$ cat config.mk
export PLATFORM = sky130hd
export DESIGN_NAME = gp_timer_set
export DESIGN_NICKNAME = d
export VERILOG_FILES = /design/src/rtl/gp_timer_pkg.sv /design/src/rtl/gp_timer_set.sv
export SDC_FILE = /design/constraint.sdc
export NUM_CORES = 1
export LEC_CHECK = 0
export BUFFER_PORTS_ARGS = -buffer_cell sky130_fd_sc_hd__buf_2
export CAP_MARGIN = 25
export CORE_MARGIN = 10
export CORE_UTILIZATION = 35
export DETAILED_ROUTE_END_ITERATION = 10
export GPL_ROUTABILITY_DRIVEN = 1
export GPL_TIMING_DRIVEN = 1
export PLACE_DENSITY = 0.58
export REMOVE_ABC_BUFFERS = 1
export SETUP_SLACK_MARGIN = 0.02
export SKIP_CTS_REPAIR_TIMING = 1
export SYNTH_ARGS = -nofsm -noshare
export SYNTH_HDL_FRONTEND = slang
export SYNTH_SLANG_ARGS = --single-unit
$ cat constraint.sdc
create_clock -name hclk -period 4.6 [get_ports hclk]
set_clock_uncertainty 0.05 [all_clocks]
set_input_delay 0 -clock hclk [delete_from_list [all_inputs] [get_ports hclk]]
set_output_delay 0 -clock hclk [all_outputs]
set_load 0.01 [all_outputs]
$ cat src/rtl/gp_timer_pkg.sv
// Purpose: Constants and types shared by the general-purpose timer set
// Assumes: AHB-Lite word access, 16-bit registers in the low half of each word
// Notes: Each timer unit occupies one 0x40 window: control, count, period

package gp_timer_pkg;

   // ***************************************************************
   // Address map
   // ***************************************************************
   localparam int UNIT_COUNT = 5;
   localparam int UNIT_SHIFT = 6;
   localparam int SEL_SHIFT = 4;
   localparam int OP_SHIFT = 2;
   localparam logic [31:0] UNIT_STRIDE = 32'h0000_0040;
   localparam logic [31:0] REG_CONTROL_OFFSET = 32'h0000_0000;
   localparam logic [31:0] REG_COUNT_OFFSET = 32'h0000_0010;
   localparam logic [31:0] REG_PERIOD_OFFSET = 32'h0000_0020;
   localparam logic [31:0] CLR_OFFSET = 32'h0000_0004;
   localparam logic [31:0] SET_OFFSET = 32'h0000_0008;
   localparam logic [31:0] INV_OFFSET = 32'h0000_000C;
   localparam logic [2:0] HSIZE_WORD = 3'h2;

   // ***************************************************************
   // Control field positions
   // ***************************************************************
   localparam int ON_BIT = 15;
   localparam int STOP_IN_IDLE_BIT = 13;
   localparam int WBLOCK_BIT = 12;
   localparam int WPEND_BIT = 11;
   localparam int ECS_LSB = 8;
   localparam int GATE_BIT = 7;
   localparam int PS_LSB = 4;
   localparam int JOIN_BIT = 3;
   localparam int SYNC_BIT = 2;
   localparam int CS_BIT = 1;

   // ***************************************************************
   // Implemented bits and reset values
   // ***************************************************************
   localparam logic [15:0] CTRL_A_MASK = 16'hB3B6;
   localparam logic [15:0] CTRL_B_EVEN_MASK = 16'hA0FA;
   localparam logic [15:0] CTRL_B_ODD_MASK = 16'hA0F2;
   localparam logic [15:0] CTRL_RESET = 16'h0000;
   localparam logic [15:0] COUNT_RESET = 16'h0000;
   localparam logic [15:0] PERIOD_RESET = 16'hFFFF;

   // ***************************************************************
   // Encodings
   // ***************************************************************
   localparam logic [1:0] ECS_SOSC = 2'h0;
   localparam logic [1:0] ECS_PIN = 2'h1;
   localparam logic [1:0] ECS_LOW_POWER_RC_CLOCK = 2'h2;
   localparam int PIN_SOSC = 0;
   localparam int PIN_A = 1;
   localparam int PIN_LOW_POWER_RC_CLOCK = 2;
   localparam int PIN_B0 = 3;
   localparam int PIN_COUNT = 7;

   typedef enum logic [1:0] {
      OP_WRITE = 2'b00,
      OP_CLR = 2'b01,
      OP_SET = 2'b10,
      OP_INV = 2'b11
   } op_t;

   typedef enum logic [1:0] {
      SEL_CONTROL = 2'b00,
      SEL_COUNT = 2'b01,
      SEL_PERIOD = 2'b10
   } reg_sel_t;

   typedef enum logic [1:0] {
      BUS_IDLE = 2'b00,
      BUS_WRITE = 2'b01,
      BUS_READ_WAIT = 2'b10
   } bus_state_t;

   typedef struct packed {
      logic valid;
      logic [2:0] unit;
      reg_sel_t sel;
      op_t op;
   } decode_t;

   typedef struct packed {
      logic [15:0] count;
      logic match;
   } timebase_t;

endpackage : gp_timer_pkg

$ cat src/rtl/gp_timer_set.sv
// Purpose: One type A and four type B 16-bit timers behind an AHB-Lite slave
// Assumes: Clock pins and oscillators are slow against hclk; idle_mode is on hclk
// Notes: Reads take one wait state, writes none
//
// What this block does
// - Control bit 15 on type A enables the timer; cleared disables it.
// - Bit 13 set halts timer in Idle; cleared keeps counting through Idle.
// - Bit 12 set drops type A count writes while one is pending.
// - Bit 11 reads 1 while async count write pending; 0 otherwise or synchronous.
// - Clock select 00 secondary osc, 01 clock pin, 10 low-power RC, 11 none.
// - Gate bit 7 gates counting only with the internal clock selected.
// - Type A prescale codes 00..11 divide by 1, 8, 64, 256.
// - Sync bit 2 set applies external-clock count writes at once; cleared holds them until the next clock edge; ignored when internal.
// - Clock source bit 1 selects external clock, else peripheral clock.
// - Unimplemented bits ignore writes and read zero.
// - Four independent 16-bit type B timers with internal, gated, external modes.
// - Timers 2/3 and 4/5 each join into one 32-bit timer.
// - Only timers 2 and 3 drive time base outputs.
// - ADC trigger from timer 3, or from the joined 2/3 pair.
// - Clear, set, invert aliases at offsets 0x4, 0x8, 0xC.
// - Type B prescale codes 000..111 divide by 1,2,4,8,16,32,64,256.
// - Join bit 3 on even timer forms one 32-bit timer.
// - When joined, odd timer control ignored; even control governs pair.
// - Type B clock source set counts own pin, cleared counts peripheral clock.

module gp_timer_set
   import gp_timer_pkg::*;
(
   input wire logic hclk,
   input wire logic hresetn,
   input wire logic hsel,
   input wire logic [31:0] haddr,
   input wire logic [1:0] htrans,
   input wire logic hwrite,
   input wire logic [2:0] hsize,
   input wire logic [31:0] hwdata,
   input wire logic hready,
   output logic [31:0] hrdata,
   output logic hreadyout,
   output logic hresp,
   input wire logic idle_mode,
   input wire logic sosc_clock,
   input wire logic low_power_rc_clock,
   input wire logic type_a_ext_clock_pin,
   input wire logic [3:0] type_b_ext_clock_pin,
   output logic [4:0] timer_flag,
   output logic adc_trigger,
   output timebase_t time_base_2,
   output timebase_t time_base_3
);

   // ***************************************************************
   // Helpers
   // ***************************************************************
   function automatic decode_t decode(input logic [31:0] addr, input logic [2:0] size);
      decode_t d;
      d.unit = addr[UNIT_SHIFT +: 3];
      d.sel = reg_sel_t'(addr[SEL_SHIFT +: 2]);
      d.op = op_t'(addr[OP_SHIFT +: 2]);
      d.valid = (size == HSIZE_WORD) && (addr[1:0] == 2'b00)
                && ((addr >> (UNIT_SHIFT + 3)) == 32'h0000_0000)
                && (d.unit < 3'(UNIT_COUNT)) && (addr[SEL_SHIFT +: 2] != 2'b11);
      return d;
   endfunction

   function automatic logic [15:0] apply_op(input op_t op, input logic [15:0] old,
                                            input logic [15:0] wd);
      logic [15:0] r;
      r = wd;
      unique case (op)
         OP_WRITE: r = wd;
         OP_CLR: r = old & ~wd;
         OP_SET: r = old | wd;
         OP_INV: r = old ^ wd;
      endcase
      return r;
   endfunction

   function automatic logic [15:0] ctrl_mask(input logic [2:0] unit);
      logic [15:0] m;
      if (unit == 3'h0) begin
         m = CTRL_A_MASK;
      end else if (unit[0]) begin
         m = CTRL_B_EVEN_MASK;
      end else begin
         m = CTRL_B_ODD_MASK;
      end
      return m;
   endfunction

   function automatic logic [7:0] type_a_max(input logic [1:0] code);
      logic [7:0] m;
      unique case (code)
         2'h0: m = 8'h00;
         2'h1: m = 8'h07;
         2'h2: m = 8'h3F;
         2'h3: m = 8'hFF;
      endcase
      return m;
   endfunction

   function automatic logic [7:0] type_b_max(input logic [2:0] code);
      logic [7:0] m;
      unique case (code)
         3'h0: m = 8'h00;
         3'h1: m = 8'h01;
         3'h2: m = 8'h03;
         3'h3: m = 8'h07;
         3'h4: m = 8'h0F;
         3'h5: m = 8'h1F;
         3'h6: m = 8'h3F;
         3'h7: m = 8'hFF;
      endcase
      return m;
   endfunction

   // ***************************************************************
   // State
   // ***************************************************************
   logic [PIN_COUNT-1:0] pin_meta_q, pin_sync_q, pin_prev_q;
   logic [PIN_COUNT-1:0] pin_rise;
   bus_state_t state_q;
   decode_t dp_q;
   logic [31:0] hrdata_q;
   logic hreadyout_q, hresp_q;
   logic [15:0] ctrl_q [UNIT_COUNT];
   logic [15:0] cnt_q [UNIT_COUNT];
   logic [15:0] per_q [UNIT_COUNT];
   logic [7:0] pre_q [UNIT_COUNT];
   logic [4:0] flag_q;
   logic adc_q;
   logic pend_q;
   logic [15:0] pend_val_q;

   logic [15:0] eff [UNIT_COUNT];
   logic [7:0] pre_max [UNIT_COUNT];
   logic [4:0] run, evt, tick, hit16, wrap, wr_cnt;
   logic [15:0] nxt16 [UNIT_COUNT];
   logic [1:0] joined, hit32;
   logic [31:0] sum32 [2];
   logic ext_rise_a, async_a, pend_vis, pend_done, wr_en, accept;
   logic [15:0] rd_raw, wr_new;

   // ***************************************************************
   // Pin synchronisers
   // ***************************************************************
   always_ff @(posedge hclk or negedge hresetn) begin
      if (!hresetn) begin
         pin_meta_q <= '0;
         pin_sync_q <= '0;
         pin_prev_q <= '0;
      end else begin
         pin_meta_q <= {type_b_ext_clock_pin, low_power_rc_clock, type_a_ext_clock_pin, sosc_clock};
         pin_sync_q <= pin_meta_q;
         pin_prev_q <= pin_sync_q;
      end
   end

   assign pin_rise = pin_sync_q & ~pin_prev_q;

   // ***************************************************************
   // AHB-Lite slave
   // ***************************************************************
   assign accept = hsel & htrans[1] & hready;
   assign wr_en = (state_q == BUS_WRITE) & dp_q.valid;

   always_ff @(posedge hclk or negedge hresetn) begin
      if (!hresetn) begin
         state_q <= BUS_IDLE;
         dp_q <= '0;
         hreadyout_q <= 1'b1;
         hrdata_q <= 32'h0000_0000;
      end else begin
         unique case (state_q)
            BUS_READ_WAIT: begin
               hrdata_q <= {16'h0000, rd_raw};
               hreadyout_q <= 1'b1;
               state_q <= BUS_IDLE;
            end
            BUS_IDLE, BUS_WRITE: begin
               if (accept) begin
                  dp_q <= decode(haddr, hsize);
                  state_q <= hwrite ? BUS_WRITE : BUS_READ_WAIT;
                  hreadyout_q <= hwrite;
               end else begin
                  state_q <= BUS_IDLE;
                  hreadyout_q <= 1'b1;
               end
            end
            default: begin
               state_q <= BUS_IDLE;
               hreadyout_q <= 1'b1;
            end
         endcase
      end
   end

   always_ff @(posedge hclk or negedge hresetn) begin
      if (!hresetn) begin
         hresp_q <= 1'b0;
      end else begin
         hresp_q <= 1'b0;
      end
   end

   // Read value, also the old value for clear, set and invert
   always_comb begin
      rd_raw = 16'h0000;
      if (dp_q.valid) begin
         unique case (dp_q.sel)
            SEL_CONTROL: rd_raw = ctrl_q[dp_q.unit] | ((dp_q.unit == 3'h0 && pend_vis) ? (16'h0001 << WPEND_BIT) : 16'h0000);
            SEL_COUNT: rd_raw = cnt_q[dp_q.unit];
            SEL_PERIOD: rd_raw = per_q[dp_q.unit];
            default: rd_raw = 16'h0000;
         endcase
      end
   end

   assign wr_new = apply_op(dp_q.op, rd_raw, hwdata[15:0]);

   // ***************************************************************
   // Control and period registers
   // ***************************************************************
   always_ff @(posedge hclk or negedge hresetn) begin
      if (!hresetn) begin
         for (int i = 0; i < UNIT_COUNT; i++) begin
            ctrl_q[i] <= CTRL_RESET;
         end
      end else if (wr_en && dp_q.sel == SEL_CONTROL) begin
         ctrl_q[dp_q.unit] <= wr_new & ctrl_mask(dp_q.unit);
      end
   end

   always_ff @(posedge hclk or negedge hresetn) begin
      if (!hresetn) begin
         for (int i = 0; i < UNIT_COUNT; i++) begin
            per_q[i] <= PERIOD_RESET;
         end
      end else if (wr_en && dp_q.sel == SEL_PERIOD) begin
         per_q[dp_q.unit] <= wr_new;
      end
   end

   // ***************************************************************
   // Clock selection, gating and prescalers
   // ***************************************************************
   always_comb begin
      unique case (ctrl_q[0][ECS_LSB +: 2])
         ECS_SOSC: ext_rise_a = pin_rise[PIN_SOSC];
         ECS_PIN: ext_rise_a = pin_rise[PIN_A];
         ECS_LOW_POWER_RC_CLOCK: ext_rise_a = pin_rise[PIN_LOW_POWER_RC_CLOCK];
         default: ext_rise_a = 1'b0;
      endcase
   end

   always_comb begin
      for (int i = 0; i < UNIT_COUNT; i++) begin
         eff[i] = ctrl_q[i];
      end
      for (int p = 0; p < 2; p++) begin
         joined[p] = ctrl_q[1 + 2 * p][JOIN_BIT];
         if (joined[p]) begin
            eff[2 + 2 * p] = ctrl_q[1 + 2 * p];
         end
      end
   end

   always_comb begin
      for (int i = 0; i < UNIT_COUNT; i++) begin
         run[i] = eff[i][ON_BIT] & ~(eff[i][STOP_IN_IDLE_BIT] & idle_mode);
         if (i == 0) begin
            // Gate reads the clock pin level; external path per select field
            evt[i] = eff[i][CS_BIT] ? ext_rise_a : (eff[i][GATE_BIT] ? pin_sync_q[PIN_A] : 1'b1);
            pre_max[i] = type_a_max(eff[i][PS_LSB +: 2]);
         end else begin
            evt[i] = eff[i][CS_BIT] ? pin_rise[PIN_B0 + i - 1] :
                     (eff[i][GATE_BIT] ? pin_sync_q[PIN_B0 + i - 1] : 1'b1);
            pre_max[i] = type_b_max(eff[i][PS_LSB +: 3]);
         end
         tick[i] = run[i] & evt[i] & (pre_q[i] == pre_max[i]);
         hit16[i] = cnt_q[i] == per_q[i];
         nxt16[i] = cnt_q[i] + 16'h0001;
         wr_cnt[i] = wr_en && dp_q.sel == SEL_COUNT && dp_q.unit == 3'(i);
      end
   end

   always_ff @(posedge hclk or negedge hresetn) begin
      if (!hresetn) begin
         for (int i = 0; i < UNIT_COUNT; i++) begin
            pre_q[i] <= 8'h00;
         end
      end else begin
         for (int i = 0; i < UNIT_COUNT; i++) begin
            if (!eff[i][ON_BIT]) begin
               pre_q[i] <= 8'h00;
            end else if (run[i] && evt[i]) begin
               pre_q[i] <= (pre_q[i] == pre_max[i]) ? 8'h00 : pre_q[i] + 8'h01;
            end
         end
      end
   end

   // ***************************************************************
   // Pair arithmetic and period matches
   // ***************************************************************
   always_comb begin
      wrap[0] = tick[0] & hit16[0];
      for (int p = 0; p < 2; p++) begin
         hit32[p] = {cnt_q[2 + 2 * p], cnt_q[1 + 2 * p]} == {per_q[2 + 2 * p], per_q[1 + 2 * p]};
         sum32[p] = {cnt_q[2 + 2 * p], cnt_q[1 + 2 * p]} + 32'h0000_0001;
         if (joined[p]) begin
            wrap[1 + 2 * p] = 1'b0;
            wrap[2 + 2 * p] = tick[1 + 2 * p] & hit32[p];
         end else begin
            wrap[1 + 2 * p] = tick[1 + 2 * p] & hit16[1 + 2 * p];
            wrap[2 + 2 * p] = tick[2 + 2 * p] & hit16[2 + 2 * p];
         end
      end
   end

   always_ff @(posedge hclk or negedge hresetn) begin
      if (!hresetn) begin
         flag_q <= 5'h00;
         adc_q <= 1'b0;
      end else begin
         flag_q <= wrap;
         adc_q <= wrap[2];
      end
   end

   // ***************************************************************
   // Type A asynchronous write path
   // ***************************************************************
   assign async_a = ctrl_q[0][CS_BIT] & ~ctrl_q[0][SYNC_BIT];
   assign pend_vis = pend_q & async_a;
   assign pend_done = pend_q & (ext_rise_a | ~async_a);

   always_ff @(posedge hclk or negedge hresetn) begin
      if (!hresetn) begin
         pend_q <= 1'b0;
         pend_val_q <= COUNT_RESET;
      end else if (wr_cnt[0] && async_a && !(pend_q && ctrl_q[0][WBLOCK_BIT])) begin
         pend_q <= 1'b1;
         pend_val_q <= wr_new;
      end else if (pend_done) begin
         pend_q <= 1'b0;
      end
   end

   // ***************************************************************
   // Counters
   // ***************************************************************
   always_ff @(posedge hclk or negedge hresetn) begin
      if (!hresetn) begin
         for (int i = 0; i < UNIT_COUNT; i++) begin
            cnt_q[i] <= COUNT_RESET;
         end
      end else begin
         if (wr_cnt[0] && !async_a) begin
            cnt_q[0] <= wr_new;
         end else if (pend_done) begin
            cnt_q[0] <= pend_val_q;
         end else if (tick[0]) begin
            cnt_q[0] <= hit16[0] ? 16'h0000 : nxt16[0];
         end
         for (int p = 0; p < 2; p++) begin
            if (joined[p]) begin
               if (wr_cnt[1 + 2 * p]) begin
                  cnt_q[1 + 2 * p] <= wr_new;
               end else if (tick[1 + 2 * p]) begin
                  cnt_q[1 + 2 * p] <= hit32[p] ? 16'h0000 : sum32[p][15:0];
               end
               if (wr_cnt[2 + 2 * p]) begin
                  cnt_q[2 + 2 * p] <= wr_new;
               end else if (tick[1 + 2 * p]) begin
                  cnt_q[2 + 2 * p] <= hit32[p] ? 16'h0000 : sum32[p][31:16];
               end
            end else begin
               for (int k = 1; k < 3; k++) begin
                  if (wr_cnt[k + 2 * p]) begin
                     cnt_q[k + 2 * p] <= wr_new;
                  end else if (tick[k + 2 * p]) begin
                     cnt_q[k + 2 * p] <= hit16[k + 2 * p] ? 16'h0000 : nxt16[k + 2 * p];
                  end
               end
            end
         end
      end
   end

   // ***************************************************************
   // Outputs
   // ***************************************************************
   assign hrdata = hrdata_q;
   assign hreadyout = hreadyout_q;
   assign hresp = hresp_q;
   assign timer_flag = flag_q;
   assign adc_trigger = adc_q;
   assign time_base_2 = {cnt_q[1], flag_q[1]};
   assign time_base_3 = {cnt_q[2], flag_q[2]};

endmodule // gp_timer_set

==> impl_metrics.ini, run 1 <==
[setup_path]
cp.depth = 10
cp_max_fo = 31
cp.required_ns = 5.01
critPathBufInv = 2
setup.worst_path.end_class = flip-flop
crit_slowest_cell = dfrtp_4
reg2regPathDepth = 10
critPathArrivalTime_ns = 4.49
crit_family = compound AO/OA/AOI/OAI gates
path_class = reg2reg
crit_chain = mux4_2 -> a221oi_1 -> a211oi_1 -> o21ai_0 -> buf_4 -> ha_1 -> mux4_2 -> buf_4 -> a22oi_1 -> o211ai_1
slowest_delay_ns = 0.86
critPathLaunchType = flip-flop

[clocking]
numCtsBuffers = 39
cts_tree = yes
clock_insertion_delay_worst_skew_ns = 0.59
clockBufferDepth = 3
path_clk_slew_ns = 0.06
clk_root_buffer_cell = clkbuf_16
htreeDepth = 2
cts_sinks = 330

[global_route]
grt_usage_pct = 19.1
grt_max_degree = 107
grt_pass1_vias = 17100
antenna_found_initial = 1
grt-ovfl-total = 0
grt_pass1_wl_um = 105000

[placement]
post-place-ws_ns = 0.554
placed_cells = 2891
detailed_place_hpwl_um = 48900
dpl-instance-area_sq_um = 22000
numPortBuffers = 121
place.gp.congestion = 0.928

[layout]
fin_cells = 2984
drive_above_1_share_pct = 25.4
fin_area_sq_um = 23600
fin_nets = 2312
synthToLayoutAreaGrowth_pct = 14.1
diodes = 0

[sta]
setup_ws_ns = 0.518
rsz0062_at_grt = false
slew_headroom_pct = 26.0
hold_ws_ns = 0.00981
period_share_pct = 88.7
timing.fmax_ghz = 0.245
finalHoldViolCount = 0
period_minus_slack_ns = 4.08
drv_slew = 0
setup_viol = 0
tightest_slew_ns = 1.11

[routing]
routed.top_layer = met4
routed_wl_um = 68300
wl_per_cell_um = 22.9
drt-met1-wl_um = 29500
vias_per_cell = 5.85
dr_wl_met3_um = 5560
drtIter0Drc = 1746
final_antenna_net_count = 0
met2_length_um = 31400
dr.pass1.iters = 6
drcViolationCount = 0
vias = 17500

[synthesis]
synth_area_leaders = dfrtp_1, dfstp_2, mux2_2
synth_top_area_share_pct = 30.2
synthMuxAreaShare_pct = 14.2
synth-xor-area-share_pct = 5.13
synth_compound_area_share_pct = 15.4
avgSynthCellArea_sq_um = 9.79
syn_area_sq_um = 20600
syn_inst = 2109
yosysSeqAreaShare_pct = 40.5
synth_top_flop_cell = dfrtp_1
synth.most_common_cell = dfrtp_1
yosysTopAreaCell = dfrtp_1
synth-warning-count = 0
ys_async_sr_fraction_pct = 100
synthAdderAreaFrac_pct = 2.59
synthTopCellsByCount = dfrtp_1, nand2_1, nor2_1
synth_top_family_by_area = simple AND/OR/NAND/NOR gates
synth_edf_count = 0
yosys_register_bits = 330
synth_cell_types = 89
yosys.area_share.simple_pct = 15.9

[floorplan]
start_util_pct = 35.6
die_w_um = 263
io_pins = 156
coreArea_sq_um = 58000
die_area_sq_um = 69100
rows = 88
die_y_um = 263

[run]
max_cap_viol_count = 0

[outcome]
status = complete, no violations

[worst_hold_path]
hold_class = in2async

[pwr]
peakVddDrop_mv = 0.216
p_total_mw = 7.56
leakage_nw = 10.1
powerDensity_nw_per_um2 = 321
[registers in the layout (all words and copies together) (netlist names), 7 cells and up]
signal / count
per_q: 80
ctrl_q: 60
cnt_q: 48
pre_q: 40
hrdata: 16
pend_val_q: 16
time_base_2: 16
time_base_3: 16
dp_q: 8
pin_meta_q: 7
pin_prev_q: 7
pin_sync_q: 7
[worst paths after layout]
check,start,end,slack (ns)
min in group hclk,idle_mode,pre_q[37]$_DFFE_PN0P_,0.01
hold reg to reg,pin_meta_q[0]$_DFF_PN0_,pin_sync_q[0]$_DFF_PN0_,0.29
setup / recovery,dp_q[4]$_DFFE_PN0P_,time_base_3[5]$_DFFE_PN0P_,0.52
hold / removal,hresetn,pin_sync_q[4]$_DFF_PN0_,0.01
max in group asynchronous,hresetn,cnt_q[7]$_DFFE_PN0P_,3.33
setup reg to reg,dp_q[4]$_DFFE_PN0P_,time_base_3[5]$_DFFE_PN0P_,0.52
[routing by layer]
metal,GRT usage (%),vias up
met2,30.0,794
met1,26.1,8784
met5,0,-
met4,5.86,0
li1,-,7775
met3,3.44,108
[through the flow]
step	setup TNS [ns]	utilization, %
5_1_grt	0	40.6
6_report	0	40.6
2_1_floorplan	-314.51	-
3_3_place_gp	0	37.8
4_1_cts	0	40.2
3_5_place_dp	0	37.9
[report_power, final]
group | internal, mW | switching [mW]
Clock | 1.96 | 1.30
Sequential | 2.97 | 0.165
Combinational | 0.431 | 0.729
[cell families (layout without fill, tap and decap cells)]
family	after synthesis	in the layout
and+or+nand+nor	660	660
adders and majority gates	43	43
AOI/OAI and AO/OA	468	468
other	1	17
xor gates and xnor gates	121	121
buffers and inverters	285	379
muxes	201	201
DFF	330	330
[cell usage in the layout (no fill, tap or decap), types with 9 or more instances in the layout]
master,netlist,routed
a211oi_1,17,16
a21oi_1,58,58
a221oi_1,34,34
a22oi_1,62,62
a31oi_1,16,16
and2_1,30,30
and3_1,28,28
buf_2,15,120
buf_4,52,69
clkbuf_1,119,9
clkbuf_16,0,40
conb_1,1,17
dfrtp_1,249,247
dfstp_2,81,81
dlygate4sd3_1,0,20
ha_1,42,42
inv_1,89,89
mux2_2,130,130
mux2i_1,10,10
mux4_2,60,60
nand2_1,192,192
nand2b_1,21,21
nand3_1,67,67
nand4_1,36,36
nor2_1,132,127
nor2b_1,19,19
nor3_1,40,37
nor4_1,37,37
o21a_1,10,10
o21ai_0,107,107
o21ai_1,32,32
o22ai_1,20,20
o31ai_1,19,19
or3_1,9,9
xnor2_1,48,48
xor2_1,73,73
[final cells by class]
| type | count | area, sq um |
|---|---|---|
| clock buffer | 57 | 1140 |
| tap | 765 | 957 |
| clock inverter | 15 | 196 |
| timing repair buffer | 217 | 1460 |
| fill | 5627 | 34500 |
| sequential | 330 | 8360 |
| multi-input combinational | 1510 | 11100 |
| inverter | 90 | 338 |
Note: power is estimated with default switching activity, not from simulation.
==> run 2: changes to the inputs <==
PLACE_DENSITY = not set   (was 0.58)
PLACE_DENSITY_LB_ADDON = 0.2   (was not set)
==> run 2 against run 1 <==
- the flow now finishes with violations (negative hold slack)
- global-route usage rose by 0.87 points
- via count barely moved
- first-iteration DRC count fell by 5.3%
- sequential share of layout area rose by 0.081 points
- total power fell by 0.77%
- wire length rose by 4.4%
- cell area fell by 0.23%
- largest cell class unchanged
==> impl_metrics.ini, run 2 (same netlist as run 1, synthesis figures left out) <==
[routing]
vias_per_cell = 5.84
vias = 17400
wl_per_cell_um = 23.9
drtIter0Drc = 1653
routed_wl_um = 71300
dr.pass1.iters = 5
drcViolationCount = 0
final_antenna_net_count = 0

[setup_path]
cp_max_fo = 31
critPathLaunchType = flip-flop
critPathArrivalTime_ns = 4.59
cp.required_ns = 4.98
crit_slowest_cell = dfrtp_4
slowest_delay_ns = 0.79
path_class = reg2reg
setup.worst_path.end_class = flip-flop
crit_chain = buf_4 -> mux4_2 -> a22oi_1 -> a211oi_1 -> o21ai_0 -> buf_4 -> ha_1 -> mux4_2 -> a32o_1 -> a31oi_1 -> o21ai_0

[pwr]
leakage_nw = 10.1
peakVddDrop_mv = 0.244
powerDensity_nw_per_um2 = 319

[clocking]
cts_tree = yes
path_clk_slew_ns = 0.06
htreeDepth = 2
clock_insertion_delay_worst_skew_ns = 0.58
numCtsBuffers = 42
clk_root_buffer_cell = clkbuf_16
cts_sinks = 330
clockBufferDepth = 3

[global_route]
grt_pass1_vias = 17200
grt-ovfl-total = 0
grt_max_degree = 111
grt_pass1_wl_um = 109000
grt_usage_pct = 19.9
antenna_found_initial = 0

[sta]
tns_ns = 0
rsz0062_at_grt = false
slew_headroom_pct = 30.1
tightest_slew_ns = 1.05
finalHoldViolCount = 6
setup_viol = 0
period_share_pct = 91.5
hold_ws_ns = -0.0166
timing.fmax_ghz = 0.238
period_minus_slack_ns = 4.21
drv_slew = 0
setup_ws_ns = 0.391

[floorplan]
start_util_pct = 35.6
io_pins = 156
die_w_um = 263
coreArea_sq_um = 58000
die_area_sq_um = 69100
die_y_um = 263
rows = 88

[layout]
largest_reg_flops = 80
diodes = 0
post-route-util_pct = 40.5
drive_above_1_share_pct = 25.4
largest_register = per_q
mostFrequentLayoutCells = dfrtp_1, nand2_1, mux2_2
layout_commonest_cell = dfrtp_1
fin_cells = 2985
fin_nets = 2311
fill_cells = 5672
synthToLayoutAreaGrowth_pct = 13.8
reg_top3 = per_q: 80 flops, ctrl_q: 60 flops, cnt_q: 48 flops

[placement]
place.gp.congestion = 0.932
detailed_place_hpwl_um = 51100
post-place-ws_ns = 0.442
numPortBuffers = 121
placed_cells = 2887

[outcome]
status = finished, violations left
violations = negative hold slack

[worst_hold_path]
hold_class = in2async

[run]
max_cap_viol_count = 0
==> run 2: cell count changes in the layout (fill, tap and decap cells not counted), moves of 2 or more <==
cell        before  now
clkbuf_1         9   11
clkbuf_16       40   44
bufinv_16        4    0
clkinvlp_4       1    3
buf_4           69   66
==> run 2: layout make-up <==
class | count | area [sq um] | area share, %
clock buffer | 62 | 1240 | 5.27
clock inverter | 15 | 95.1 | 0.405
inverter | 90 | 338 | 1.44
multi-input combinational | 1510 | 11100 | 47.2
sequential | 330 | 8360 | 35.6
tap | 765 | 957 | 4.07
timing repair buffer | 213 | 1420 | 6.03
==> run 2: per-stage QoR <==
| step | hold WS [ns] | power (mW) | cell area (sq um) |
|---|---|---|---|
| 6_report | -0.0166 | 7.50 | 23500 |
| 4_1_cts | -0.591 | 7.55 | 23300 |
| 3_5_place_dp | 0.00849 | 4.29 | 22000 |
| 2_1_floorplan | -0.346 | 3.70 | 19700 |
| 3_3_place_gp | 0.0104 | 4.28 | 21900 |
| 5_1_grt | 0.0293 | 7.78 | 23500 |
==> run 2: worst paths after layout <==
| path | slack, ns | depth (start not counted) | startpoint | end |
|---|---|---|---|---|
| worst max register to register | 0.39 | 11 | dp_q[4]$_DFFE_PN0P_ | cnt_q[2]$_DFFE_PN0P_ |
| max in group asynchronous | 3.42 | 3 | hresetn | pend_val_q[9]$_DFFE_PN0P_ |
| worst max-delay path | 0.39 | 11 | dp_q[4]$_DFFE_PN0P_ | cnt_q[2]$_DFFE_PN0P_ |
| min in group hclk | 0 | 6 | idle_mode | pre_q[37]$_DFFE_PN0P_ |
| worst min-delay path | -0.02 | 2 | hresetn | pin_sync_q[3]$_DFF_PN0_ |
| worst min register to register | 0.29 | 0 | pin_meta_q[2]$_DFF_PN0_ | pin_sync_q[2]$_DFF_PN0_ |
==> run 2: where the power goes <==
part	total (mW)	switching [mW]	internal (mW)	leakage, nW
sequential	3.13	0.158	2.98	3.96
combinational	1.14	0.737	0.402	5.47
clock	3.23	1.36	1.87	0.654
total	7.50	2.25	5.25	10.1
==> run 2: critical path: cells and delay by family, from the launching register on <==
family / cells / cell delay, ns
AO/OA/AOI/OAI: 6 / 1.13
adder cells (fa/ha/maj): 1 / 0.22
buffers and inverters: 2 / 0.53
flip-flops: 1 / 0.79
multiplexers: 2 / 1.32
==> run 2: metal layers <==
layer / GRT usage, % / vias up / part of all wire [%]
met5: 0 / - / 0
met4: 5.82 / 0 / 2.7
met3: 3.37 / 109 / 6.7
met2: 31.1 / 702 / 46
met1: 27.8 / 8871 / 45
li1: - / 7763 / -
==> run 3: changes to the inputs <==
clock period = 3.65 ns   (was 4.6 ns; I/O delays follow)
==> run 3 against run 2 <==
- the run still ends with negative hold slack left
- cell count up 4.0%
- sequential cell count unchanged
- die area unchanged
- setup slack worse by 0.34 ns
- sequential power up 25%
- first-iteration DRC count up 10%
- worst hold slack worse by 0.010 ns
- utilization up 2.0 points
- critical path depth up 1
- critical endpoint is now time_base_3[4]$_DFFE_PN0P_
- largest power group unchanged
==> impl_metrics.ini, run 3 (same netlist as run 1, synthesis figures left out) <==
[setup_path]
slowest_delay_ns = 0.53
cp_max_fo = 11
critPathLaunchType = flip-flop
setup.worst_path.end_class = flip-flop
crit_chain = buf_12 -> buf_4 -> mux4_2 -> a221oi_1 -> a211oi_1 -> o21ai_1 -> buf_4 -> ha_1 -> mux4_2 -> buf_12 -> a2bb2oi_1 -> o22ai_1
critPathBufInv = 4
path_class = reg2reg
cp.required_ns = 4.04
critPathArrivalTime_ns = 3.99
crit_slowest_cell = mux4_2
crit_family = compound AO/OA/AOI/OAI gates

[floorplan]
die_area_sq_um = 69100
io_pins = 156
coreArea_sq_um = 58000
die_w_um = 263
start_util_pct = 35.6
die_y_um = 263
rows = 88

[routing]
routed.top_layer = met4
vias = 18000
drtIter0Drc = 1824
drt-met1-wl_um = 33300
routed_wl_um = 75400
final_antenna_net_count = 0
dr_wl_met3_um = 5760
drcViolationCount = 0
wl_per_cell_um = 24.3
met2_length_um = 33700
dr.pass1.iters = 5
vias_per_cell = 5.80

[placement]
post-place-ws_ns = -0.165
placed_cells = 2996
numPortBuffers = 121
place.gp.congestion = 0.959
dpl-instance-area_sq_um = 22900
detailed_place_hpwl_um = 56000

[sta]
slew_headroom_pct = 31.1
hold_ws_ns = -0.0267
period_share_pct = 98.5
period_minus_slack_ns = 3.60
rsz0062_at_grt = false
drv_slew = 0
setup_viol = 0
tightest_slew_ns = 1.03
tns_ns = 0
timing.fmax_ghz = 0.278
finalHoldViolCount = 2
setup_ws_ns = 0.0536

[global_route]
grt_pass1_vias = 17600
grt-ovfl-total = 0
grt_max_degree = 92
antenna_found_initial = 0
grt_usage_pct = 21.0
grt_pass1_wl_um = 114000

[layout]
multi_input_area_sq_um = 11200
fin_cells = 3103
area.sequential_sq_um = 8360
fin_area_sq_um = 24600
reg_top3 = per_q: 80 flops, ctrl_q: 60 flops, cnt_q: 48 flops
layout_commonest_cell = dfrtp_1
largest_reg_flops = 80
mostFrequentLayoutCells = dfrtp_1, nand2_1, buf_4
largest_register = per_q
fill_cells = 5618
drive_above_1_share_pct = 29.2
synthToLayoutAreaGrowth_pct = 19.3
fin_nets = 2428

[outcome]
status = finished, violations left
violations = negative hold slack

[pwr]
peakVddDrop_mv = 0.272
leakage_nw = 10.7
powerDensity_nw_per_um2 = 399

[clocking]
clockBufferDepth = 3
htreeDepth = 2
cts_tree = yes
numCtsBuffers = 42
clk_root_buffer_cell = clkbuf_16
cts_sinks = 330
path_clk_slew_ns = 0.06
clock_insertion_delay_worst_skew_ns = 0.58

[run]
max_cap_viol_count = 0

[worst_hold_path]
hold_class = in2reg
## run 3: metal layers
layer	vias to the layer above	track usage [%]
li1	8023	-
met3	124	4.20
met2	802	32.1
met5	-	0
met4	0	6.97
met1	9041	29.1
## run 3: final timing paths
| check | slack (ns) | from | end | cells past startpoint |
|---|---|---|---|---|
| max | 0.05 | dp_q[4]$_DFFE_PN0P_ | time_base_3[4]$_DFFE_PN0P_ | 12 |
| min | -0.03 | idle_mode | pre_q[37]$_DFFE_PN0P_ | 6 |
| max reg2reg | 0.05 | dp_q[4]$_DFFE_PN0P_ | time_base_3[4]$_DFFE_PN0P_ | 12 |
| min reg2reg | 0.30 | pin_meta_q[3]$_DFF_PN0_ | pin_sync_q[3]$_DFF_PN0_ | 0 |
| max in group asynchronous | 2.35 | hresetn | dp_q[4]$_DFFE_PN0P_ | 3 |
| min in group asynchronous | 0.05 | hresetn | cnt_q[72]$_DFFE_PN0P_ | 2 |
## run 3: cell type report
cell class | count | area share (%)
multi-input cells | 1510 | 45.3
flip-flops and latches | 330 | 33.9
repair buffers | 330 | 9.93
clock buffers | 68 | 5.15
well taps | 765 | 3.88
inverters | 90 | 1.37
clock inverters | 9 | 0.427
diodes | 1 | 0.0102
## run 3: worst register-to-register path, delay by kind of cell (launching register included)
family | cells | cell delay (ns)
compound gates | 5 | 1.08
mux | 2 | 1.03
buf+inv | 4 | 0.68
flops | 1 | 0.43
fa+ha+maj | 1 | 0.21
## run 3: power breakdown
group | internal [mW] | total (mW) | switching (mW)
registers | 3.75 | 3.90 | 0.147
logic | 0.734 | 1.76 | 1.03
clock network | 2.52 | 4.18 | 1.67
total | 7.00 | 9.84 | 2.84
## run 3: metrics by stage
stage / power [mW] / hold WS (ns) / utilization [%]
2_1_floorplan: 4.67 / -0.346 / -
3_3_place_gp: 5.57 / 0.0607 / 39.4
3_5_place_dp: 5.60 / 0.0595 / 39.4
4_1_cts: 9.83 / -0.548 / 41.8
5_1_grt: 10.2 / 0.0184 / 42.5
6_report: 9.84 / -0.0267 / 42.5
